--- src/rsq_params.svh ---
// constants for the remote status and query logic
`ifndef RSQ_PARAMS_SVH
`define RSQ_PARAMS_SVH
`define RSQ_SB_DATA_READY   1
`define RSQ_SB_CODE_ERROR   2
`define RSQ_SB_ZERO_DONE    3
`define RSQ_SB_ABNORMAL     4
`define RSQ_SB_REQUEST      6
`define RSQ_SB_RESET        8'h00
`define RSQ_CHAR_SPACE      8'h20
`define RSQ_CHAR_CR         8'h0D
`define RSQ_CHAR_LF         8'h0A
`define RSQ_CHAR_R          8'h52
`define RSQ_CHAR_3          8'h33
`define RSQ_CHAR_1          8'h31
`define RSQ_CHAR_2          8'h32
`endif

--- src/rsq_pkg.sv ---
// types for the remote status and query logic
package rsq_pkg;
    typedef enum logic [2:0] {
        CMD_NONE,
        CMD_EXECUTE,
        CMD_KEY_QUERY,
        CMD_REF_RECALL,
        CMD_LEVEL_V,
        CMD_LEVEL_A,
        CMD_OTHER_BAD
    } rsq_cmd_type;
    typedef enum logic [1:0] {
        OUT_IDLE,
        OUT_SPACE,
        OUT_BODY,
        OUT_TERM
    } rsq_out_type;
endpackage : rsq_pkg

--- src/rsq_range_field.sv ---
// range field of the key-setting response
`timescale 1ns/1ns
`include "rsq_params.svh"
module rsq_range_field (
    input  wire logic       range_auto,    // automatic ranging on
    input  wire logic [7:0] range_digits,  // manual range as two digits
    output logic [23:0]     field_chars    // three ascii characters
);
    always_comb begin
        if (range_auto) begin
            field_chars = {`RSQ_CHAR_R, `RSQ_CHAR_3, `RSQ_CHAR_1};
        end else begin
            field_chars = {`RSQ_CHAR_R, 4'h3, range_digits[7:4],
                           4'h3, range_digits[3:0]};
        end
    end
endmodule : rsq_range_field

--- src/rsq_status.sv ---
// service request status and query response logic
// Function
// - raise service request when any of four request conditions is active
// - clear the status byte once the controller serial polls it
// - every data string starts with exactly one space character
// - key-setting range field reports auto code while auto ranging
// - execute code triggers one measurement like group execute trigger
// - data-ready setting on makes new data set status and request service
// - refuse reference recall when no reference value is stored
`timescale 1ns/1ns
`include "rsq_params.svh"
module rsq_status #(
    parameter int BODY_LEN = 16            // body characters per string
) (
    input  wire logic       clk,            // 125 MHz clock
    input  wire logic       resetn,         // async reset, active low
    input  wire logic       cmd_valid,      // decoded program code strobe
    input  wire rsq_pkg::rsq_cmd_type cmd_code, // decoded program code
    input  wire logic       data_ready_en,  // data-ready setting on
    input  wire logic       meas_done,      // new measurement available
    input  wire logic       internal_err,   // internal error event
    input  wire logic       zero_done,      // zero offset or self test done
    input  wire logic       abnormal,       // abnormal state or test fault
    input  wire logic       ref_stored,     // reference value held
    input  wire logic       range_auto,     // automatic ranging on
    input  wire logic [7:0] range_digits,   // manual range digits
    input  wire logic       serial_poll,    // controller serial polls
    input  wire logic [7:0] body_char,      // body character from source
    input  wire logic       out_ready,      // bus accepts a character
    output logic            srq,            // service request to bus
    output logic [7:0]      status_byte,    // status byte for poll
    output logic            trigger,        // start one measurement
    output logic            out_valid,      // character valid
    output logic [7:0]      out_char_q,     // character to bus
    output logic [5:0]      body_idx,       // body character index
    output logic            cmd_refused     // code refused pulse
);
    logic [7:0]         sb_q;
    rsq_pkg::rsq_out_type st_q;
    logic [5:0]         cnt_q;
    logic [23:0]        range_chars;
    logic               resp_start;
    logic               is_key_q;
    logic [4:1]         ev;

    rsq_range_field u_range (
        .range_auto   (range_auto),
        .range_digits (range_digits),
        .field_chars  (range_chars)
    );

    assign ev[`RSQ_SB_DATA_READY] = data_ready_en & meas_done;
    assign ev[`RSQ_SB_CODE_ERROR] = internal_err |
        (cmd_valid & (cmd_code == rsq_pkg::CMD_OTHER_BAD)) | cmd_refused;
    assign ev[`RSQ_SB_ZERO_DONE]  = zero_done;
    assign ev[`RSQ_SB_ABNORMAL]   = abnormal;

    assign cmd_refused = cmd_valid & (cmd_code == rsq_pkg::CMD_REF_RECALL)
                         & ~ref_stored;

    // sticky condition bits; new event wins over poll clear
    always_ff @(posedge clk or negedge resetn) begin
        if (!resetn) begin
            sb_q <= `RSQ_SB_RESET;
        end else begin
            for (int i = 1; i <= 4; i++) begin
                if (ev[i]) begin
                    sb_q[i-1] <= 1'b1;
                end else if (serial_poll) begin
                    sb_q[i-1] <= 1'b0;
                end
            end
            sb_q[7:4] <= 4'h0;
        end
    end

    assign srq = |sb_q[3:0];
    assign status_byte = {1'b0, srq, 2'b00, sb_q[3:0]};

    assign trigger = cmd_valid & (cmd_code == rsq_pkg::CMD_EXECUTE);

    assign resp_start = cmd_valid & (st_q == rsq_pkg::OUT_IDLE) &
        ((cmd_code == rsq_pkg::CMD_KEY_QUERY) |
         (cmd_code == rsq_pkg::CMD_LEVEL_V) |
         (cmd_code == rsq_pkg::CMD_LEVEL_A) |
         ((cmd_code == rsq_pkg::CMD_REF_RECALL) & ref_stored) |
         meas_done);

    always_ff @(posedge clk or negedge resetn) begin
        if (!resetn) begin
            st_q     <= rsq_pkg::OUT_IDLE;
            cnt_q    <= 6'h00;
            is_key_q <= 1'b0;
        end else begin
            unique case (st_q)
                rsq_pkg::OUT_IDLE: begin
                    if (resp_start || (meas_done && !cmd_valid)) begin
                        st_q     <= rsq_pkg::OUT_SPACE;
                        is_key_q <= cmd_valid &
                                    (cmd_code == rsq_pkg::CMD_KEY_QUERY);
                    end
                end
                rsq_pkg::OUT_SPACE: begin
                    if (out_ready) begin
                        st_q  <= rsq_pkg::OUT_BODY;
                        cnt_q <= 6'h00;
                    end
                end
                rsq_pkg::OUT_BODY: begin
                    if (out_ready) begin
                        if (cnt_q == 6'(BODY_LEN - 1)) begin
                            st_q  <= rsq_pkg::OUT_TERM;
                            cnt_q <= 6'h00;
                        end else begin
                            cnt_q <= cnt_q + 6'h01;
                        end
                    end
                end
                rsq_pkg::OUT_TERM: begin
                    if (out_ready) begin
                        if (cnt_q == 6'h01) begin
                            st_q  <= rsq_pkg::OUT_IDLE;
                            cnt_q <= 6'h00;
                        end else begin
                            cnt_q <= 6'h01;
                        end
                    end
                end
            endcase
        end
    end

    assign out_valid = (st_q != rsq_pkg::OUT_IDLE);
    // index of the body char loaded at the next accepted beat
    assign body_idx  = (st_q == rsq_pkg::OUT_BODY) ? cnt_q + 6'h01
                                                   : 6'h00;

    // character register; range field overlays the last three body slots
    always_ff @(posedge clk or negedge resetn) begin
        if (!resetn) begin
            out_char_q <= `RSQ_CHAR_SPACE;
        end else begin
            unique case (st_q)
                rsq_pkg::OUT_IDLE:  out_char_q <= `RSQ_CHAR_SPACE;
                rsq_pkg::OUT_SPACE: begin
                    if (out_ready) begin
                        if (is_key_q && BODY_LEN == 3) begin
                            out_char_q <= range_chars[23:16];
                        end else if (body_char == `RSQ_CHAR_SPACE) begin
                            out_char_q <= `RSQ_CHAR_R;
                        end else begin
                            out_char_q <= body_char;
                        end
                    end
                end
                rsq_pkg::OUT_BODY: begin
                    if (out_ready) begin
                        if (cnt_q == 6'(BODY_LEN - 1)) begin
                            out_char_q <= `RSQ_CHAR_CR;
                        end else if (is_key_q &&
                                     cnt_q == 6'(BODY_LEN - 4)) begin
                            out_char_q <= range_chars[23:16];
                        end else if (is_key_q &&
                                     cnt_q == 6'(BODY_LEN - 3)) begin
                            out_char_q <= range_chars[15:8];
                        end else if (is_key_q &&
                                     cnt_q == 6'(BODY_LEN - 2)) begin
                            out_char_q <= range_chars[7:0];
                        end else begin
                            out_char_q <= body_char;
                        end
                    end
                end
                rsq_pkg::OUT_TERM: begin
                    if (out_ready) begin
                        out_char_q <= (cnt_q == 6'h00) ? `RSQ_CHAR_LF
                                                       : `RSQ_CHAR_SPACE;
                    end
                end
            endcase
        end
    end

    property p_poll_clears;
        @(posedge clk) disable iff (!resetn)
        (serial_poll && ev == 4'h0) |=> (status_byte == 8'h00);
    endproperty
    a_poll_clears: assert property (p_poll_clears)
        else $error("status not cleared by poll");

    property p_event_srq;
        @(posedge clk) disable iff (!resetn)
        (|ev) |=> srq && status_byte[6];
    endproperty
    a_event_srq: assert property (p_event_srq)
        else $error("event did not raise service request");

    property p_ready_bit;
        @(posedge clk) disable iff (!resetn)
        (data_ready_en && meas_done) |=> status_byte[0];
    endproperty
    a_ready_bit: assert property (p_ready_bit)
        else $error("data ready bit not set");

    property p_zero_bits;
        @(posedge clk) disable iff (!resetn)
        status_byte[7] == 1'b0 && status_byte[5:4] == 2'b00 &&
        (status_byte[6] == |status_byte[3:0]);
    endproperty
    a_zero_bits: assert property (p_zero_bits)
        else $error("status byte layout wrong");

    property p_one_space;
        @(posedge clk) disable iff (!resetn)
        (st_q == rsq_pkg::OUT_SPACE && out_ready)
        |=> out_char_q != `RSQ_CHAR_SPACE;
    endproperty
    a_one_space: assert property (p_one_space)
        else $error("second leading space sent");

    property p_trigger;
        @(posedge clk) disable iff (!resetn)
        trigger == (cmd_valid && cmd_code == rsq_pkg::CMD_EXECUTE);
    endproperty
    a_trigger: assert property (p_trigger)
        else $error("trigger without execute code");

    property p_refuse;
        @(posedge clk) disable iff (!resetn)
        (cmd_valid && cmd_code == rsq_pkg::CMD_REF_RECALL && !ref_stored)
        |=> status_byte[1];
    endproperty
    a_refuse: assert property (p_refuse)
        else $error("recall without reference not flagged");

    property p_auto_range;
        @(posedge clk) disable iff (!resetn)
        range_auto |->
        range_chars == {`RSQ_CHAR_R, `RSQ_CHAR_3, `RSQ_CHAR_1};
    endproperty
    a_auto_range: assert property (p_auto_range)
        else $error("auto range code not reported");
endmodule : rsq_status

--- config.mk ---
export PLATFORM = sky130hd
export DESIGN_NAME = rsq_status
export DESIGN_NICKNAME = d
export VERILOG_FILES = /design/src/rsq_pkg.sv /design/src/rsq_range_field.sv /design/src/rsq_status.sv
export VERILOG_INCLUDE_DIRS = /design/src /design/src/src
export SDC_FILE = /design/constraint.sdc
export NUM_CORES = 1
export LEC_CHECK = 0
export BUFFER_PORTS_ARGS = -buffer_cell sky130_fd_sc_hd__buf_4
export CAP_MARGIN = 20
export CORE_UTILIZATION = 30
export DETAILED_ROUTE_END_ITERATION = 10
export HOLD_SLACK_MARGIN = 0.03
export SYNTH_ARGS = -nofsm -noshare
export SYNTH_HDL_FRONTEND = slang
export SYNTH_SLANG_ARGS = --single-unit
--- constraint.sdc ---
create_clock -name clk -period 3.2 [get_ports clk]
set_input_delay 0.64 -clock clk [delete_from_list [all_inputs] [get_ports clk]]
set_output_delay 0.64 -clock clk [all_outputs]
set_load 0.005 [all_outputs]
==> results of run 1 <==
[logic make-up (layout without fill, tap and decap cells)]
logic type / after synthesis / count (layout) / synth area share (%)
other cells: 1 / 3 / 0.246
mux: 4 / 4 / 3.11
compound gates: 47 / 47 / 22.5
xor+xnor: 4 / 4 / 2.30
fa+ha+maj: 9 / 9 / 7.38
flops: 21 / 21 / 34.5
buf+inv: 14 / 65 / 4.75
simple gates: 74 / 74 / 25.2
[cell type report]
class	count	area, sq um	area share [%]
Sequential cell	21	527	26.1
Clock buffer	3	41.3	2.04
Tap cell	67	83.8	4.15
Clock inverter	1	5.00	0.248
Multi-Input combinational cell	141	935	46.3
Timing Repair Buffer	53	398	19.7
Inverter	8	30.0	1.49
[critical path, delay by kind of cell (launching register included)]
family | cells | cell delay, ps
xor gates and xnor gates | 1 | 160
buffers and inverters | 1 | 130
and+or+nand+nor | 3 | 590
DFF | 1 | 490
[flip-flops by register name (all words and copies together), names as in the netlist]
signal      count
st_q            2
cnt_q           6
is_key_q        1
sb_q            4
out_char_q      8
[per-stage QoR]
stage / setup slack (ps) / utilization, %
floorplan: 1340 / -
global placement: 1170 / 41.0
detailed placement: 1110 / 41.0
CTS: 932 / 41.9
global route: 816 / 41.9
finish: 928 / 41.9
[per-layer routing]
layer / GRT usage, % / up-vias / wire length, microns
li1: - / 722 / -
met1: 21.5 / 667 / 1870
met2: 24.8 / 47 / 1840
met3: 3.43 / 5 / 250
met4: 5.13 / 0 / 47
met5: 0 / - / 0
[power by group]
group / leakage, nW / switching [mW] / total, mW / internal, mW
registers: 0.268 / 0.0636 / 0.410 / 0.347
clock network: 0.0255 / 0.0951 / 0.182 / 0.0870
logic: 0.657 / 0.393 / 0.750 / 0.356
[placed cells by master, fill, tap and decap left out, types with 2 or more instances in the layout]
cell type	count
a21oi_1	6
o21ai_0	13
clkbuf_8	3
nand2_1	23
conb_1	3
a22oi_1	3
ha_1	9
a211o_1	2
nor3_1	5
nand3_1	4
nor2_1	11
xor2_1	3
buf_4	53
nand4_1	2
inv_1	7
nor2b_1	5
dfrtp_1	20
a21o_1	3
o31ai_1	2
mux2_2	2
o211ai_1	2
nand2b_1	4
nand3b_1	2
o2111ai_1	2
and2_1	6
[cells in the mapped netlist, types with 2 or more instances]
cell type	n
nor2b_1	5
nor3_1	5
o211ai_1	2
dfrtp_1	20
ha_1	9
a22oi_1	3
o21ai_0	13
xor2_1	3
o2111ai_1	2
nor2_1	11
nand3_1	4
inv_1	7
a21oi_1	6
nand2b_1	4
nand4_1	2
a211o_1	2
a21o_1	3
buf_4	5
and2_1	6
mux2_2	2
nand2_1	23
o31ai_1	2
nand3b_1	2
[how the worst min path moves through the flow]
stage	from	end	slack, ps
6_report	resetn	out_char_q[0]$_DFFE_PN0P_	250
2_1_floorplan	resetn	cnt_q[0]$_DFFE_PN0P_	340
3_3_place_gp	out_char_q[1]$_DFFE_PN0P_	out_char_q[1]$_DFFE_PN0P_	490
4_1_cts	resetn	cnt_q[0]$_DFFE_PN0P_	270
3_5_place_dp	out_char_q[1]$_DFFE_PN0P_	out_char_q[1]$_DFFE_PN0P_	490
5_1_grt	resetn	out_char_q[0]$_DFFE_PN0P_	260
==> reports/metrics.yaml, run 1 <==
place:
  hpwl_mm: 3.16
  gp_congestion: 0.816
  dp.cells: 290
  dpl_cell_area_sq_um: 1970
  numPortBuffers: 53
die:
  rows: 25
  chipHeight_microns: 73.3
  core-area_sq_um: 4820
  start_util_pct: 31.7
  die_w_microns: 73.3
  die_area_sq_um: 5380
  ios: 57
setup_path:
  critPathMaxFanout: 7
  cp.arrival_ps: 1630
  path_common_cell: "and2_1"
  critPathMaxStageDelay_ps: 490
  rr_worst_depth: 7
  path_cells: "and2_1, nand4_1, xnor2_1, and2_1, buf_4"
  crit_type: "reg2out"
  r2r-start: "cnt_q[1]$_DFFE_PN0P_"
  required_ps: 2560
  worstSetupEndpoint: "body_idx[5]"
  ff2ff_setup_slack_ps: 1090
  worst_r2r_endpoint: "st_q[1]$_DFFE_PN0P_"
  startpoint: "cnt_q[2]$_DFFE_PN0P_"
  crit_path_end_kind: "primary output"
  crit_slowest_cell: "dfrtp_1"
  worst_setup_path_start_kind: "flip-flop"
hold_path:
  hold_class: "in2async"
sta:
  drv_slew: 0
  fin_crit_sh_pct: 71.0
  fmax_ghz: 0.440
  holdWs_ps: 253
  final.setup_skew_ps: 4.52
  max_slew_margin_pct: 59.7
  hold_viol: 0
  period_minus_slack_ps: 2270
  rsz0062_at_grt: "false"
  setup_viol: 0
  tns_ps: 0
  worstMarginPinSlew_ps: 603
synthesis:
  synth_area_sq_um: 1530
  ys_warn_count: 0
  synth_ff_type: "dfrtp_1"
  async_flop_share_pct: 100
  synth.top_cells.by_area: "dfrtp_1, ha_1, nand2_1, o21ai_0, nor2_1"
  synth-seq-area-share_pct: 34.5
  synthCells: 174
  synth_top_area_share_pct: 32.8
  ys_ff_latch: 21
  yosys.cell_types.count: 56
  synth-edff-count: 0
  synth_top_area_cell: "dfrtp_1"
  synth.avg_cell_area_sq_um: 8.77
detailed_routing:
  remaining_drc_errors: 0
  num_vias: 1441
  avgViaCountPerCell: 4.90
  drt_iter0_drc: 97
  postRouteAntennaNets: 0
  routed_wl_mm: 4.01
  avgRoutedWirePerCell_microns: 13.6
  dr.pass1.iters: 4
outcome:
  status: "finished clean"
finish:
  area_growth_pct: 32.3
  drive_gt1_share_pct: 31.3
  finalNetCount: 268
  fillers: 535
  final_area_sq_um: 2020
  num_antenna_cells: 0
  final_cells: 294
pwr:
  p_per_area_nw_per_um2: 665
  ir_drop_v: 0.000233
  p_leak_nw: 0.950
  power_mw: 1.34
clock_tree:
  cts.clk_slew.worst_paths_ps: 80
  ctsResizeCount: 0
  clkSinkCount: 21
  cts_root_buffer: "clkbuf_8"
  cts_htree_levels: 1
  cts_max_path_buffers: 2
  cts_buffers: 3
  clock_latency_ps: 270
  hold_buffers: 0
  cts_setup_buffers: 0
  cts_tree: "yes"
job:
  cap_violations: 0
global_routing:
  first_global_vias: 1353
  grt_util_all_layers_pct: 15.8
  grt_overflow: 0
  grt_max_degree: 22
  antenna_found_initial: 0
  grt_pass1_wl_mm: 6.47
Note: power is estimated with default switching activity, not from simulation.
==> inputs of run 2 (changes only) <==
Clock period 3.2 ns to 2.38 ns, I/O delays scaled along.
==> run 2 against run 1 <==
Effect of this change:
- cell area grew 0.74%
- worst hold slack lost 170 ps
- routed wire length shrank 2.9%
- critical endpoint is now st_q[1]$_DFFE_PN0P_
- largest power group unchanged
==> reports/metrics.yaml, run 2 (synthesis results as in run 1) <==
outcome:
  status: "finished clean"
pwr:
  ir_drop_v: 0.000308
  p_leak_nw: 0.960
  p_per_area_nw_per_um2: 897
sta:
  fmax_ghz: 0.471
  tns_ps: 0
  period_minus_slack_ps: 2120
  fin_ws_ps: 257
  fin_crit_sh_pct: 89.2
  holdWs_ps: 87.8
  drv_slew: 0
  hold_viol: 0
  final.setup_skew_ps: 6.71
  rsz0062_at_grt: "false"
  setup_viol: 0
global_routing:
  grt_max_degree: 22
  grt_pass1_wl_mm: 6.15
  grt_overflow: 0
  antenna_found_initial: 0
  grt_util_all_layers_pct: 14.9
  first_global_vias: 1333
job:
  cap_violations: 0
clock_tree:
  cts_max_path_buffers: 2
  cts_buffers: 3
  cts_tree: "yes"
  clock_latency_ps: 270
  cts_htree_levels: 1
  cts.clk_slew.worst_paths_ps: 90
  cts_root_buffer: "clkbuf_8"
  hold_buffers: 0
  cts_setup_buffers: 0
  ctsResizeCount: 0
  clkSinkCount: 21
finish:
  largest_reg_flops: 8
  final_cell_mix: "buf_4, nand2_1, dfrtp_1, o21ai_0, nor2_1"
  drive_gt1_share_pct: 31.9
  finalNetCount: 270
  final_cells: 296
  area_growth_pct: 33.3
  top_register: "out_char_q"
  num_antenna_cells: 0
  reg.largest.list: "out_char_q (8), cnt_q (6), sb_q (4)"
  final_common_cell: "buf_4"
place:
  dp.cells: 292
  gp_congestion: 0.882
  pre_cts_ws_ps: 290
  hpwl_mm: 3.08
  numPortBuffers: 53
setup_path:
  crit_path_end_kind: "flip-flop"
  worst_r2r_endpoint: "st_q[1]$_DFFE_PN0P_"
  startpoint: "cnt_q[1]$_DFFE_PN0P_"
  ff2ff_setup_slack_ps: 260
  required_ps: 2530
  path_cells: "inv_1, ha_1, inv_2, o41ai_2, and2_2, o311ai_4, mux2_4"
  rr_worst_depth: 7
  worst_setup_path_start_kind: "flip-flop"
  worstSetupEndpoint: "st_q[1]$_DFFE_PN0P_"
  r2r-start: "cnt_q[1]$_DFFE_PN0P_"
  cp.arrival_ps: 2280
  critPathMaxFanout: 10
  critPathMaxStageDelay_ps: 430
  crit_type: "reg2reg"
  crit_slowest_cell: "dfrtp_1"
die:
  rows: 25
  chipHeight_microns: 73.3
  die_area_sq_um: 5380
  start_util_pct: 31.7
  core-area_sq_um: 4820
  die_w_microns: 73.3
  ios: 57
detailed_routing:
  num_vias: 1432
  remaining_drc_errors: 0
  routed_wl_mm: 3.90
  avgViaCountPerCell: 4.84
  postRouteAntennaNets: 0
  dr.pass1.iters: 4
  avgRoutedWirePerCell_microns: 13.2
  drt_iter0_drc: 91
hold_path:
  hold_class: "in2async"
[run 2: metrics by stage]
stage | power (mW) | area (sq um) | util [%]
finish | 1.83 | 2030 | 42.2
detailed placement | 1.59 | 1990 | 41.3
CTS | 1.84 | 2030 | 42.2
global placement | 1.59 | 1990 | 41.3
global route | 1.98 | 2030 | 42.2
floorplan | 1.22 | 1530 | -
[run 2: final cells by class]
class / count / area (sq um)
Clock buffer: 3 / 41.3
Clock inverter: 1 / 5.00
Fill cell: 518 / 2780
Inverter: 8 / 30.0
Multi-Input combinational cell: 141 / 935
Sequential cell: 21 / 527
Tap cell: 67 / 83.8
Timing Repair Buffer: 55 / 413
[run 2: per-layer routing]
layer	GRT usage, %	routed length [microns]	vias up
met3	3.29	283	4
met2	24.2	1780	48
met4	4.91	26	0
met5	0	0	-
met1	19.7	1800	652
li1	-	-	728
[run 2: worst min-delay path by stage]
stage	from	end	slack, ps
4_1_cts	resetn	out_char_q[0]$_DFFE_PN0P_	100
5_1_grt	resetn	out_char_q[0]$_DFFE_PN0P_	100
3_5_place_dp	resetn	cnt_q[2]$_DFFE_PN0P_	390
6_report	resetn	out_char_q[0]$_DFFE_PN0P_	90
2_1_floorplan	resetn	cnt_q[0]$_DFFE_PN0P_	180
3_3_place_gp	resetn	cnt_q[2]$_DFFE_PN0P_	390
[run 2: worst max-delay path: cells and delay by family (launching register included)]
kind	cells	cell delay [ps]
adders and majority gates	1	340
and+or+nand+nor	1	240
DFF	1	430
buffers and inverters	2	190
muxes	1	310
AOI/OAI and AO/OA	2	500
[run 2: where the power goes]
part | internal [mW] | total [mW] | switching (mW) | leakage [nW]
Sequential | 0.466 | 0.548 | 0.0819 | 0.268
Combinational | 0.499 | 1.03 | 0.532 | 0.667
Clock | 0.117 | 0.246 | 0.129 | 0.0255
Total | 1.08 | 1.83 | 0.743 | 0.961
==> inputs of run 3 (changes only) <==
Settings changed: CELL_PAD_IN_SITES_DETAIL_PLACEMENT from default to 1, CELL_PAD_IN_SITES_GLOBAL_PLACEMENT from default to 1, PLACE_DENSITY_LB_ADDON from default to 0.1.
Clock period 2.38 ns to 2.5 ns, I/O delays scaled along.
==> run 3 against run 2 <==
Effect of this change:
- total power shrank 4.3%
- critical endpoint is now body_idx[5]
- first-iteration DRC count shrank 31%
- clock power shrank 7%
- cell count shrank 0.34%
- worst setup slack gained 38 ps
- clock skew shrank 2.1 ps
- clock-buffer cell count is the same
- worst hold slack gained 25 ps
- flip-flop and latch count is the same
- critical path depth shrank 2
- critical path type is now reg2out
- die area is the same
==> reports/metrics.yaml, run 3 (synthesis results as in run 1) <==
finish:
  finish.utilization_pct: 42.1
  drive_gt1_share_pct: 31.6
  final_common_cell: "buf_4"
  reg.largest.list: "out_char_q (8), cnt_q (6), sb_q (4)"
  final_area_sq_um: 2030
  seq_area_sq_um: 527
  multi_input_area_sq_um: 935
  area_growth_pct: 32.8
  num_antenna_cells: 0
  final_cells: 295
  top_register: "out_char_q"
  fillers: 608
  final_cell_mix: "buf_4, nand2_1, dfrtp_1, o21ai_0, nor2_1"
  finalNetCount: 269
  largest_reg_flops: 8
global_routing:
  grt_util_all_layers_pct: 18.8
  grt_overflow: 0
  antenna_found_initial: 0
  grt_pass1_wl_mm: 7.66
  grt_max_degree: 22
  first_global_vias: 1554
clock_tree:
  cts_setup_buffers: 0
  clock_latency_ps: 260
  cts.clk_slew.worst_paths_ps: 80
  cts_max_path_buffers: 2
  hold_buffers: 0
  ctsResizeCount: 0
  cts_buffers: 3
  cts_tree: "yes"
  clkSinkCount: 21
  cts_htree_levels: 1
  cts_root_buffer: "clkbuf_8"
place:
  dpl_cell_area_sq_um: 1980
  pre_cts_ws_ps: 424
  numPortBuffers: 53
  dp.cells: 291
  gp_congestion: 0.808
  hpwl_mm: 3.83
pwr:
  ir_drop_v: 0.000252
  p_per_area_nw_per_um2: 862
  power_mw: 1.75
  p_leak_nw: 0.955
sta:
  fin_crit_sh_pct: 88.2
  final.setup_skew_ps: 4.65
  hold_viol: 0
  setup_viol: 0
  fmax_ghz: 0.454
  rsz0062_at_grt: "false"
  period_minus_slack_ps: 2200
  holdWs_ps: 113
  fin_ws_ps: 296
  drv_slew: 0
  tns_ps: 0
die:
  chipHeight_microns: 73.3
  core-area_sq_um: 4820
  start_util_pct: 31.7
  die_w_microns: 73.3
  ios: 57
  die_area_sq_um: 5380
  rows: 25
detailed_routing:
  postRouteAntennaNets: 0
  routed_wl_mm: 4.66
  avgViaCountPerCell: 5.03
  remaining_drc_errors: 0
  dr.pass1.iters: 4
  drt_iter0_drc: 63
  num_vias: 1485
  avgRoutedWirePerCell_microns: 15.8
setup_path:
  cp.arrival_ps: 1700
  critPathMaxStageDelay_ps: 500
  crit_slowest_cell: "dfrtp_1"
  crit_path_end_kind: "primary output"
  critPathMaxFanout: 6
  path_common_cell: "and2_1"
  worst_setup_path_start_kind: "flip-flop"
  required_ps: 2000
  path_cells: "and2_1, nand4_1, xnor2_1, and2_1, buf_4"
  crit_type: "reg2out"
  crit_family: "simple AND/OR/NAND/NOR gates"
  path_buf_inv: 1
hold_path:
  hold_class: "in2async"
outcome:
  status: "finished clean"
job:
  cap_violations: 0
-- run 3: cell types whose count changed in the layout (fill, tap and decap cells not counted) --
| cell | previous run | this run |
|---|---|---|
| buf_4 | 55 | 54 |
-- run 3: layout make-up --
type                       instances  area share, %
clock buffer                       3           2.04
clock inverter                     1          0.247
sequential                        21           26.0
multi-input combinational        141           46.1
timing repair buffer              54           20.0
inverter                           8           1.48
tap                               67           4.14
-- run 3: per-layer routing --
layer	part of all wire (%)	vias up	global-route usage, %	wire length, microns
li1	-	722	-	-
met1	45	721	24.5	2100
met2	50	40	32.8	2340
met3	4.2	2	2.61	194
met4	0.54	0	4.49	25
met5	0	-	0	0
-- run 3: worst paths after layout --
| check | start | endpoint | slack (ps) | cells after the start |
|---|---|---|---|---|
| setup / recovery | cnt_q[3]$_DFFE_PN0P_ | body_idx[5] | 300 | 5 |
| hold / removal | resetn | cnt_q[3]$_DFFE_PN0P_ | 110 | 1 |
| setup reg to reg | cnt_q[1]$_DFFE_PN0P_ | st_q[1]$_DFFE_PN0P_ | 400 | 7 |
| hold reg to reg | out_char_q[3]$_DFFE_PN0P_ | out_char_q[3]$_DFFE_PN0P_ | 510 | 2 |
| max in group asynchronous | resetn | out_char_q[5]$_DFFE_PN1P_ | 2100 | 1 |
| min in group clk | zero_done | sb_q[2]$_DFFE_PN0P_ | 410 | 2 |
-- run 3: power by group --
group,internal [mW],switching [mW],total [mW]
clock network,0.111,0.117,0.228
logic,0.466,0.525,0.992
registers,0.444,0.0826,0.527
-- run 3: worst register-to-register path, stage by stage (launching register included) --
cell and delay (ps):
dfrtp_1 430, inv_1 120, ha_1 340, inv_2 80
o41ai_2 360, and2_2 230, o311ai_4 120, mux2_4 310
